[src/tpip_pkg.sv]
// What this block does
// - edge field picks capture edge and counter reset per the eight-entry code table.
// - edge field has no effect in either pwm mode.
// - a stopped counter parks its pwm pin at the polarity bit level.
// - polarity 0: pin high on counter 00h to 01h, low on duty match.
// - polarity 1: pin low on counter 00h to 01h, high on duty match.
// - polarity bit has no effect on pins in capture mode.
// - low pin register serves pins 1-4, high serves 5-8; nibble = edge[2:0], polarity[3].
// - sixteen enable bits, each gating its pending bit onto the subsystem request.
// - pending bits set on their events regardless of enable bits.
// - writing 1 clears a pending bit, 0 leaves it; only hardware sets.
// - all sixteen pending bits clear to zero on reset.
// - hardware never changes enable bits; only software writes do.
// - prescale pair a holds subsystems 1 and 2, pair b subsystems 3 and 4.
// - counter steps when prescale count matches compare; divides by compare plus one.
// - both pin control registers and enable register are read/write, reset zero.
// - one interrupt request per subsystem from its four gated pending bits.
// - pending sources per mode: pwm matches, or captures and overflow in capture mode.
// - in low-power mode a subsystem's pending bits cannot be cleared.
package tpip_pkg;
   localparam int unsigned ADDR_W = 8;
   localparam int unsigned DATA_W = 16;
   localparam int unsigned NSUB = 4;
   localparam int unsigned NPIN = 8;
   localparam int unsigned PRE_W = 8;
   // ****************************************
   // register byte offsets
   // ****************************************
   localparam logic [7:0] OFF_PIN_LOW = 8'h02;
   localparam logic [7:0] OFF_PIN_HIGH = 8'h04;
   localparam logic [7:0] OFF_IRQ_EN = 8'h06;
   localparam logic [7:0] OFF_IRQ_PEND = 8'h08;
   localparam logic [7:0] OFF_PRE_A = 8'h0a;
   localparam logic [7:0] OFF_PRE_B = 8'h18;
   localparam logic [15:0] RST_ZERO = 16'h0000;
   // ****************************************
   // field layout
   // ****************************************
   localparam int unsigned PIN_FLD_W = 4;
   localparam int unsigned EDGE_LSB = 0;
   localparam int unsigned EDGE_W = 3;
   localparam int unsigned POL_BIT = 3;
   localparam int unsigned PEND_PER_SUB = 4;
   localparam int unsigned SRC_A = 0;
   localparam int unsigned SRC_B = 1;
   localparam int unsigned SRC_C = 2;
   localparam int unsigned SRC_D = 3;
   // edge field codes
   localparam logic [2:0] EDG_RISE = 3'h0;
   localparam logic [2:0] EDG_FALL = 3'h1;
   localparam logic [2:0] EDG_RISE_RST = 3'h2;
   localparam logic [2:0] EDG_FALL_RST = 3'h3;
   localparam logic [2:0] EDG_BOTH = 3'h4;
   localparam logic [2:0] EDG_BOTH_RRST = 3'h5;
   localparam logic [2:0] EDG_BOTH_FRST = 3'h6;
   localparam logic [2:0] EDG_BOTH_BRST = 3'h7;
   typedef enum logic [1:0] {
      TPIP_LOWPWR = 2'h0,
      TPIP_PWM8 = 2'h1,
      TPIP_PWM16 = 2'h2,
      TPIP_CAPT = 2'h3
   } tpip_mode_t;
endpackage

[src/tpip_ctl.sv]
`timescale 1ns/10ps
module tpip_ctl #(
   parameter int unsigned NSUB = tpip_pkg::NSUB,
   parameter int unsigned NPIN = tpip_pkg::NPIN
) (
   input wire logic mclk,
   input wire logic nrst,
   input wire logic [tpip_pkg::ADDR_W-1:0] reg_addr,
   input wire logic [tpip_pkg::DATA_W-1:0] reg_wdata,
   input wire logic reg_wr,
   input wire logic reg_rd,
   output logic [tpip_pkg::DATA_W-1:0] reg_rdata,
   input wire logic [2*NSUB-1:0] sub_mode,
   input wire logic [NPIN-1:0] cnt_run,
   input wire logic [NPIN-1:0] cnt_wrap,
   input wire logic [NPIN-1:0] duty_match,
   input wire logic [NPIN-1:0] period_match,
   input wire logic [NSUB-1:0] cnt_overflow,
   input wire logic [NPIN-1:0] timer_pin_in,
   output logic [NPIN-1:0] timer_pin_out,
   output logic [NPIN-1:0] timer_pin_oe,
   output logic [NSUB-1:0] prescale_tick,
   output logic [NSUB-1:0] capture_to_period,
   output logic [NSUB-1:0] capture_to_duty,
   output logic [NSUB-1:0] counter_reset,
   output logic [NSUB-1:0] irq_req,
   output logic irq
);
   localparam int unsigned DW = tpip_pkg::DATA_W;
   localparam int unsigned PW = tpip_pkg::PRE_W;
   localparam int unsigned FW = tpip_pkg::PIN_FLD_W;
   localparam int unsigned PPS = tpip_pkg::PEND_PER_SUB;
   // local alias keeps the mode casts short without importing the package
   typedef tpip_pkg::tpip_mode_t tpip_mode_t;

   // ****************************************
   // registers
   // ****************************************
   logic [DW-1:0] pin_control_low_reg, pin_control_low_next;
   logic [DW-1:0] pin_control_high_reg, pin_control_high_next;
   logic [DW-1:0] irq_enable_reg, irq_enable_next;
   logic [DW-1:0] irq_pending_reg, irq_pending_next;
   logic [DW-1:0] prescale_pair_a_reg, prescale_pair_a_next;
   logic [DW-1:0] prescale_pair_b_reg, prescale_pair_b_next;
   logic [DW-1:0] rdata_reg, rdata_next;
   logic [DW-1:0] pend_set;
   logic [2*DW-1:0] pin_ctl_all;
   logic [2*DW-1:0] pre_all;
   logic [1:0] mode_f [NSUB];

   // flat views: pin i owns nibble i, subsystem s owns byte s
   assign pin_ctl_all = {pin_control_high_reg, pin_control_low_reg};
   assign pre_all = {prescale_pair_b_reg, prescale_pair_a_reg};

   always_comb begin
      for (int s = 0; s < NSUB; s++) begin
         mode_f[s] = sub_mode[2*s +: 2];
      end
   end

   // register file: writes land at the edge that samples the strobe
   always_comb begin
      pin_control_low_next = pin_control_low_reg;
      pin_control_high_next = pin_control_high_reg;
      irq_enable_next = irq_enable_reg;
      prescale_pair_a_next = prescale_pair_a_reg;
      prescale_pair_b_next = prescale_pair_b_reg;
      irq_pending_next = irq_pending_reg;
      rdata_next = tpip_pkg::RST_ZERO;

      if (reg_wr) begin
         unique case (reg_addr)
            tpip_pkg::OFF_PIN_LOW: pin_control_low_next = reg_wdata;
            tpip_pkg::OFF_PIN_HIGH: pin_control_high_next = reg_wdata;
            tpip_pkg::OFF_IRQ_EN: irq_enable_next = reg_wdata;
            tpip_pkg::OFF_PRE_A: prescale_pair_a_next = reg_wdata;
            tpip_pkg::OFF_PRE_B: prescale_pair_b_next = reg_wdata;
            default: ;
         endcase
      end

      // write-one clears, but not for a subsystem in low-power mode
      if (reg_wr && reg_addr == tpip_pkg::OFF_IRQ_PEND) begin
         for (int s = 0; s < NSUB; s++) begin
            if (tpip_mode_t'(mode_f[s]) != tpip_pkg::TPIP_LOWPWR) begin
               irq_pending_next[PPS*s +: PPS] =
                  irq_pending_reg[PPS*s +: PPS] & ~reg_wdata[PPS*s +: PPS];
            end
         end
      end

      // an event in the clearing cycle survives: set wins
      irq_pending_next = irq_pending_next | pend_set;

      // unmapped reads answer zero, as does every cycle without a read
      if (reg_rd) begin
         unique case (reg_addr)
            tpip_pkg::OFF_PIN_LOW: rdata_next = pin_control_low_reg;
            tpip_pkg::OFF_PIN_HIGH: rdata_next = pin_control_high_reg;
            tpip_pkg::OFF_IRQ_EN: rdata_next = irq_enable_reg;
            tpip_pkg::OFF_IRQ_PEND: rdata_next = irq_pending_reg;
            tpip_pkg::OFF_PRE_A: rdata_next = prescale_pair_a_reg;
            tpip_pkg::OFF_PRE_B: rdata_next = prescale_pair_b_reg;
            default: rdata_next = tpip_pkg::RST_ZERO;
         endcase
      end
   end


   always_ff @(posedge mclk or negedge nrst) begin
      if (!nrst) begin
         pin_control_low_reg <= tpip_pkg::RST_ZERO;
         pin_control_high_reg <= tpip_pkg::RST_ZERO;
         irq_enable_reg <= tpip_pkg::RST_ZERO;
         irq_pending_reg <= tpip_pkg::RST_ZERO;
         prescale_pair_a_reg <= tpip_pkg::RST_ZERO;
         prescale_pair_b_reg <= tpip_pkg::RST_ZERO;
         rdata_reg <= tpip_pkg::RST_ZERO;
      end else begin
         pin_control_low_reg <= pin_control_low_next;
         pin_control_high_reg <= pin_control_high_next;
         irq_enable_reg <= irq_enable_next;
         irq_pending_reg <= irq_pending_next;
         prescale_pair_a_reg <= prescale_pair_a_next;
         prescale_pair_b_reg <= prescale_pair_b_next;
         rdata_reg <= rdata_next;
      end
   end

   assign reg_rdata = rdata_reg;

   // ****************************************
   // pin synchronisers and edge detect
   // ****************************************
   logic [NPIN-1:0] sync1_reg, sync2_reg, prev_reg;
   logic [NPIN-1:0] rise, fall;

   // prev_reg is the edge memory; only sync2_reg reads the first stage
   always_ff @(posedge mclk or negedge nrst) begin
      if (!nrst) begin
         sync1_reg <= '0;
         sync2_reg <= '0;
         prev_reg <= '0;
      end else begin
         sync1_reg <= timer_pin_in;
         sync2_reg <= sync1_reg;
         prev_reg <= sync2_reg;
      end
   end

   assign rise = sync2_reg & ~prev_reg;
   assign fall = ~sync2_reg & prev_reg;

   // ****************************************
   // capture decode
   // ****************************************
   // returns {capture, counter reset} for one pin
   // codes 5 and 6 capture on both edges but reset on the chosen edge only; code 7 resets on both
   function automatic logic [1:0] edge_decode(input logic [2:0] sel, input logic r,
                                              input logic f);
      logic [1:0] res;
      res = 2'h0;
      unique case (sel)
         tpip_pkg::EDG_RISE: res = {r, 1'b0};
         tpip_pkg::EDG_FALL: res = {f, 1'b0};
         tpip_pkg::EDG_RISE_RST: res = {r, r};
         tpip_pkg::EDG_FALL_RST: res = {f, f};
         tpip_pkg::EDG_BOTH: res = {r | f, 1'b0};
         tpip_pkg::EDG_BOTH_RRST: res = {r | f, r};
         tpip_pkg::EDG_BOTH_FRST: res = {r | f, f};
         tpip_pkg::EDG_BOTH_BRST: res = {r | f, r | f};
      endcase

      return res;
   endfunction

   logic [NSUB-1:0] cap_per_next, cap_dty_next, crst_next;
   logic [NSUB-1:0] cap_per_reg, cap_dty_reg, crst_reg;
   logic [1:0] dec_lo, dec_hi;

   always_comb begin
      cap_per_next = '0;
      cap_dty_next = '0;
      crst_next = '0;
      dec_lo = 2'h0;
      dec_hi = 2'h0;

      for (int s = 0; s < NSUB; s++) begin
         dec_lo = edge_decode(pin_ctl_all[FW*(2*s) + tpip_pkg::EDGE_LSB +: tpip_pkg::EDGE_W],
                              rise[2*s], fall[2*s]);
         dec_hi = edge_decode(pin_ctl_all[FW*(2*s+1) + tpip_pkg::EDGE_LSB +: tpip_pkg::EDGE_W],
                              rise[2*s+1], fall[2*s+1]);

         // edges only count in capture mode with the counter running
         if (tpip_mode_t'(mode_f[s]) == tpip_pkg::TPIP_CAPT && cnt_run[2*s]) begin
            cap_per_next[s] = dec_lo[1];
            cap_dty_next[s] = dec_hi[1];
            crst_next[s] = dec_lo[0] | dec_hi[0];
         end
      end
   end

   always_ff @(posedge mclk or negedge nrst) begin
      if (!nrst) begin
         cap_per_reg <= '0;
         cap_dty_reg <= '0;
         crst_reg <= '0;
      end else begin
         cap_per_reg <= cap_per_next;
         cap_dty_reg <= cap_dty_next;
         crst_reg <= crst_next;
      end
   end

   assign capture_to_period = cap_per_reg;
   assign capture_to_duty = cap_dty_reg;
   assign counter_reset = crst_reg;

   // ****************************************
   // prescalers
   // ****************************************
   logic [PW-1:0] pre_cnt_reg [NSUB];
   logic [PW-1:0] pre_cnt_next [NSUB];
   logic [NSUB-1:0] tick_reg, tick_next;
   logic sub_on;

   // in dual mode either counter keeps the shared prescaler running
   always_comb begin
      tick_next = '0;
      sub_on = 1'b0;
      for (int s = 0; s < NSUB; s++) begin
         pre_cnt_next[s] = pre_cnt_reg[s];
         unique case (tpip_mode_t'(mode_f[s]))
            tpip_pkg::TPIP_PWM8: sub_on = cnt_run[2*s] | cnt_run[2*s+1];
            tpip_pkg::TPIP_PWM16, tpip_pkg::TPIP_CAPT: sub_on = cnt_run[2*s];
            default: sub_on = 1'b0;
         endcase

         if (tpip_mode_t'(mode_f[s]) == tpip_pkg::TPIP_LOWPWR) begin
            pre_cnt_next[s] = pre_cnt_reg[s]; // frozen while clocks are off
         end else if (!sub_on || crst_next[s]) begin
            pre_cnt_next[s] = '0;
         end else if (pre_cnt_reg[s] == pre_all[PW*s +: PW]) begin
            pre_cnt_next[s] = '0;
            tick_next[s] = 1'b1;
         end else begin
            pre_cnt_next[s] = pre_cnt_reg[s] + PW'(1);
         end
      end
   end

   always_ff @(posedge mclk or negedge nrst) begin
      if (!nrst) begin
         for (int s = 0; s < NSUB; s++) begin
            pre_cnt_reg[s] <= '0;
         end
         tick_reg <= '0;
      end else begin
         for (int s = 0; s < NSUB; s++) begin
            pre_cnt_reg[s] <= pre_cnt_next[s];
         end
         tick_reg <= tick_next;
      end
   end

   assign prescale_tick = tick_reg;

   // ****************************************
   // pwm pins
   // ****************************************
   logic [NPIN-1:0] pin_out_reg, pin_out_next, pin_oe_reg, pin_oe_next;
   logic pol, run_i, wrap_i, duty_i;
   int unsigned sidx, src;

   // duty beats wrap in one cycle, so a zero duty holds the idle level
   always_comb begin
      pin_out_next = pin_out_reg;
      pin_oe_next = '0;
      pol = 1'b0;
      run_i = 1'b0;
      wrap_i = 1'b0;
      duty_i = 1'b0;
      sidx = 0;
      src = 0;

      for (int i = 0; i < NPIN; i++) begin
         sidx = i / 2;
         // in 16-bit mode both pins follow the low counter
         src = (tpip_mode_t'(mode_f[sidx]) == tpip_pkg::TPIP_PWM16) ? 2 * sidx : i;
         pol = pin_ctl_all[FW*i + tpip_pkg::POL_BIT];
         run_i = cnt_run[src];
         wrap_i = cnt_wrap[src];
         duty_i = duty_match[src];

         if (tpip_mode_t'(mode_f[sidx]) == tpip_pkg::TPIP_PWM8 ||
             tpip_mode_t'(mode_f[sidx]) == tpip_pkg::TPIP_PWM16) begin
            pin_oe_next[i] = 1'b1;
            if (!run_i) begin
               pin_out_next[i] = pol;
            end else if (duty_i) begin
               pin_out_next[i] = pol;
            end else if (wrap_i) begin
               pin_out_next[i] = ~pol;
            end
         end else begin
            // capture and low-power leave the pin undriven
            pin_out_next[i] = 1'b0;
         end
      end
   end

   always_ff @(posedge mclk or negedge nrst) begin
      if (!nrst) begin
         pin_out_reg <= '0;
         pin_oe_reg <= '0;
      end else begin
         pin_out_reg <= pin_out_next;
         pin_oe_reg <= pin_oe_next;
      end
   end

   assign timer_pin_out = pin_out_reg;
   assign timer_pin_oe = pin_oe_reg;

   // ****************************************
   // interrupt sources and requests
   // ****************************************
   logic [NSUB-1:0] irq_req_reg, irq_req_next;
   logic irq_reg, irq_next;

   // low-power raises nothing; capture uses the registered strobes, a cycle late
   always_comb begin
      pend_set = '0;
      for (int s = 0; s < NSUB; s++) begin
         unique case (tpip_mode_t'(mode_f[s]))
            tpip_pkg::TPIP_PWM8: begin
               pend_set[PPS*s + tpip_pkg::SRC_A] = duty_match[2*s];
               pend_set[PPS*s + tpip_pkg::SRC_B] = period_match[2*s];
               pend_set[PPS*s + tpip_pkg::SRC_C] = duty_match[2*s+1];
               pend_set[PPS*s + tpip_pkg::SRC_D] = period_match[2*s+1];
            end
            tpip_pkg::TPIP_PWM16: begin
               pend_set[PPS*s + tpip_pkg::SRC_A] = duty_match[2*s];
               pend_set[PPS*s + tpip_pkg::SRC_B] = period_match[2*s];
            end
            tpip_pkg::TPIP_CAPT: begin
               pend_set[PPS*s + tpip_pkg::SRC_A] = cap_per_reg[s];
               pend_set[PPS*s + tpip_pkg::SRC_B] = cap_dty_reg[s];
               pend_set[PPS*s + tpip_pkg::SRC_C] = cnt_overflow[s];
            end
            default: ;
         endcase
      end
   end

   // requests use the next pending value so they rise with the pending bit
   always_comb begin
      for (int s = 0; s < NSUB; s++) begin
         irq_req_next[s] = |(irq_pending_next[PPS*s +: PPS] &
                             irq_enable_next[PPS*s +: PPS]);
      end
      irq_next = |irq_req_next;
   end

   always_ff @(posedge mclk or negedge nrst) begin
      if (!nrst) begin
         irq_req_reg <= '0;
         irq_reg <= 1'b0;
      end else begin
         irq_req_reg <= irq_req_next;
         irq_reg <= irq_next;
      end
   end

   assign irq_req = irq_req_reg;
   assign irq = irq_reg;
endmodule

[config.mk]
export PLATFORM = sky130hd
export DESIGN_NAME = tpip_ctl
export DESIGN_NICKNAME = d
export VERILOG_FILES = /design/src/tpip_pkg.sv /design/src/tpip_ctl.sv
export SDC_FILE = /design/constraint.sdc
export NUM_CORES = 1
export LEC_CHECK = 0
export BUFFER_PORTS_ARGS = -buffer_cell sky130_fd_sc_hd__clkbuf_2
export CORE_AREA = 2 2 123 214
export CTS_BUF_LIST = sky130_fd_sc_hd__clkbuf_4 sky130_fd_sc_hd__clkbuf_8 sky130_fd_sc_hd__clkbuf_16
export DETAILED_ROUTE_END_ITERATION = 12
export DIE_AREA = 0 0 125 216
export SLEW_MARGIN = 20
export SYNTH_ARGS = -nofsm -noshare
export SYNTH_HDL_FRONTEND = slang
export SYNTH_SLANG_ARGS = --single-unit
[constraint.sdc]
create_clock -name mclk -period 4.55 [get_ports mclk]
set_input_delay 0.2275 -clock mclk [delete_from_list [all_inputs] [get_ports mclk]]
set_output_delay 0.2275 -clock mclk [all_outputs]
set_load 0.03 [all_outputs]
==> results.txt <==
- For the worst-skew pair, the clock arrives at the later sink with an insertion delay of 0.51 ns.
- In the routed design, unresolved DRC markers number 0.
* Number of gates resized after CTS: 0
- After the first detailed-routing iteration, the DRC count stood at 463.
- In this run the critical register-to-register path is launched from sync2_reg[6].
* Seq/Total Area, Yosys: 0.506
* Post-detailed-route wirelength per cell: 20.4 µm
* Largest net degree at the start of global routing: 101
* Number of rows created at floorplan: 77
- Dividing total power by cell area gives a power density of 359 nW/µm².
* Critical Path Source: reg_addr[7]
* Launching element type of the critical path: input pin
- The critical path is of the in -> reg type.
- Maxcap violations: 0
- Transition time of the tightest slew-check pin: 0.991 ns
* Required arrival time at the worst endpoint: 4.93 ns
* Antenna Nets Post-Route: 0
* Most area-consuming cells after synthesis: sky130_fd_sc_hd__dfrtp_1 51%, sky130_fd_sc_hd__mux2_2 11%, sky130_fd_sc_hd__ha_1 5.0%
- After detailed routing, the wire length on met1 is 10100 µm.
- TritonCTS built the clock tree.
* Share of the clock period used by the worst path after layout: 0.562
- The cell count after synthesis came out at 871.
- Clock Skews: 0.0109 ns
* Number of flops mapped to enable cells by yosys: 0
- The die covers 27000 µm².
* Synth Warn #: 0
- In this run the number of H-tree levels came out at 1.
* Final count of hold timing violations: 0
- The largest total area in the synthesized netlist belongs to sky130_fd_sc_hd__dfrtp_1.
- The first global-routing pass estimated 42500 µm of wire.
* Via count: 7350
- Met2 layer wire length in the routed design: 15000 µm
- The register with the most flip-flops in the layout has 32 of them.
* Global route total overflow: 0
* Die extent in x: 125 µm
- Share of flip-flops with an asynchronous set or reset: 1.00
- Final instance count without filler cells: 1341
- Setup fix buffers added after clock tree synthesis: 0
- Number of failing setup endpoints in the final timing report: 0
- In this run, CTS created clock tree buffers numbering 21.
* Total routing resource utilization after global routing: 0.201
* Layout Nets: 1133
- Starting density of the core: 0.394
* Via count of the first global-routing pass: 7668
- The longest clock path from root to sink contains 3 buffers.
- After detailed routing, the total wire length is 27300 µm.
* Post-layout minimum cycle time: 2.56 ns
- Highest Signal Layer: met4
* Final Hold Slack: 0.0251 ns
- After clock tree synthesis, the clock-pin slew on the worst setup and hold paths is 0.07 ns.
* Die Ht: 216 µm
- Hold WC Path Type: in -> reg
- Total negative slack for setup checks: 0 ns
- Initial antenna violation count: 0
- The pre-antenna-repair detailed-routing pass consisted of 8 iterations.
- The synthesized netlist occupies a cell area of 9940 µm².
* Post-synthesis register bit count: 201
* P&R area growth vs syn: 17.8%
- Setup crit end kind: flop
* Worst-case headroom to the max-slew limit: 0.337
* Number of I/O port buffers: 132
- RSZ-0062 raised after global routing: no
* Area of the core region: 25200 µm²
* Root buffer cell: sky130_fd_sc_hd__clkbuf_16
* Synth Area per Inst: 11.4 µm²
- Synthesized netlist net count: 991
- In this run the most critical hold path is launched from period_match[1].
* Max Clk Rate: 0.391 GHz
- In the synthesized netlist the dominant register cell turns out to be sky130_fd_sc_hd__dfrtp_1.
- Cells after DPL: 1297
* Share of layout cells above drive strength 1: 0.274
- Outcome: complete, no violations
- Cell leakage power: 5.85 nW
- The congestion estimate from routability-driven global placement came to 0.847.
* Vias per Instance: 5.48
* Endpoint arrival time on the critical path: 2.93 ns
- I/O pin total: 133
- Once detailed placement completed, the half-perimeter wirelength came to 20400 µm.
- Maximum vdd ir drop: 0.188 mV
- Number of max-slew violations in the final report: 0
- In this run the worst path has a maximum fanout of 16.
* Yosys top cell area share: 0.506
* Detail Route met3 WL: 1010 µm
- Synth unique cells: 58
- Clock sink count: 201
* Number of antenna repair diodes: 0
metal layers:
layer,GRT usage,vias to the layer above
met5,0,-
met4,0.0937,0
met3,0.0235,62
met1,0.220,3663
li1,-,3444
met2,0.381,181
report_power, final:
part / leakage [nW] / internal, mW / switching [mW]
Sequential: 2.63 / 1.87 / 0.0757
Combinational: 2.86 / 0.181 / 0.298
Clock: 0.351 / 1.06 / 0.728
Total: 5.85 / 3.10 / 1.10
kinds of logic after synthesis:
kind of cell,count (synthesis),synth area share
AND/OR/NAND/NOR,219,0.119
flip-flops,201,0.506
AO/OA/AOI/OAI,195,0.141
multiplexers,105,0.118
buffers and inverters,71,0.0310
XOR/XNOR,40,0.0352
adder cells (fa/ha/maj),40,0.0503
final cells by class:
class / instances / area (µm²)
multi-input cells: 599 / 4620
repair buffers: 149 / 820
clock buffers: 31 / 619
inverters: 41 / 154
well taps: 316 / 395
clock inverters: 4 / 76.3
flip-flops and latches: 201 / 5030
fillers: 2325 / 13500
cell usage in the layout (no fill, tap or decap), types with 9 or more instances in the layout:
cell and instances:
sky130_fd_sc_hd__dlygate4sd3_1 9, sky130_fd_sc_hd__a21oi_1 32, sky130_fd_sc_hd__nand3_1 14, sky130_fd_sc_hd__nor2_1 34
sky130_fd_sc_hd__a21boi_0 18, sky130_fd_sc_hd__nor2b_1 16, sky130_fd_sc_hd__ha_1 40, sky130_fd_sc_hd__inv_1 41
sky130_fd_sc_hd__nor3_1 9, sky130_fd_sc_hd__nor4_1 10, sky130_fd_sc_hd__dfrtp_1 201, sky130_fd_sc_hd__o21ai_0 32
sky130_fd_sc_hd__a211o_1 12, sky130_fd_sc_hd__and2_1 13, sky130_fd_sc_hd__clkbuf_16 21, sky130_fd_sc_hd__xor2_1 34
sky130_fd_sc_hd__mux2_2 94, sky130_fd_sc_hd__nand2_1 65, sky130_fd_sc_hd__a222oi_1 16, sky130_fd_sc_hd__nand3b_1 13
sky130_fd_sc_hd__a22oi_1 30, sky130_fd_sc_hd__clkbuf_2 131, sky130_fd_sc_hd__mux2i_1 11
worst paths after layout:
path / endpoint / slack (ns) / cells after the start
worst min register to register: sync2_reg[0] / 0.35 / 0
worst min-delay path: irq_pending_reg[3] / 0.03 / 3
worst max register to register: pre_cnt_reg[5] / 2.14 / 8
min in group asynchronous: timer_pin_out[2] / 0.38 / 2
worst max-delay path: irq / 1.99 / 8
max in group asynchronous: pin_control_high_reg[14] / 3.09 / 3
cell usage after synthesis (all sizes together) (4+ instances only):
library cell  instances
o21bai                5
nor4                 12
a31oi                 7
and2                 15
a222oi               16
a21boi               18
nor3b                 8
a21o                  5
mux2                 94
xor2                 34
a22oi                30
mux2i                11
o2bb2ai               6
xnor2                 6
nand2                65
nand3b               13
nor2                 36
o21ai                33
a21oi                32
ha                   40
nor3                 10
nand2b                4
a22o                  5
inv                  41
clkbuf               20
a211o                12
buf                  10
nor2b                16
nand4b                8
and3                  6
o41ai                 6
o211ai                6
nand3                14
dfrtp               201
per-stage QoR:
stage / utilization / power [mW] / area (µm²) / worst slack, ns
floorplan: - / 2.24 / 9940 / 1.56
global placement: 0.433 / 2.45 / 10900 / 1.53
detailed placement: 0.433 / 2.45 / 10900 / 1.48
CTS: 0.464 / 4.25 / 11700 / 2.01
global route: 0.464 / 4.37 / 11700 / 1.88
finish: 0.464 / 4.21 / 11700 / 1.99
worst max-delay path: stages:
cell and delay [ns]:
sky130_fd_sc_hd__clkbuf_2 0.08, sky130_fd_sc_hd__or4_4 0.66, sky130_fd_sc_hd__nor4_4 0.29, sky130_fd_sc_hd__buf_4 0.29, sky130_fd_sc_hd__mux2_2 0.38, sky130_fd_sc_hd__a22o_1 0.21, sky130_fd_sc_hd__a221o_1 0.27, sky130_fd_sc_hd__or4_1 0.51
what timing repair did:
action	CTS	global route
setup endpoints to repair	0	0
endpoints found under the hold margin	105	0
hold buffers	9	0
Power figures use the tool's default switching activity.
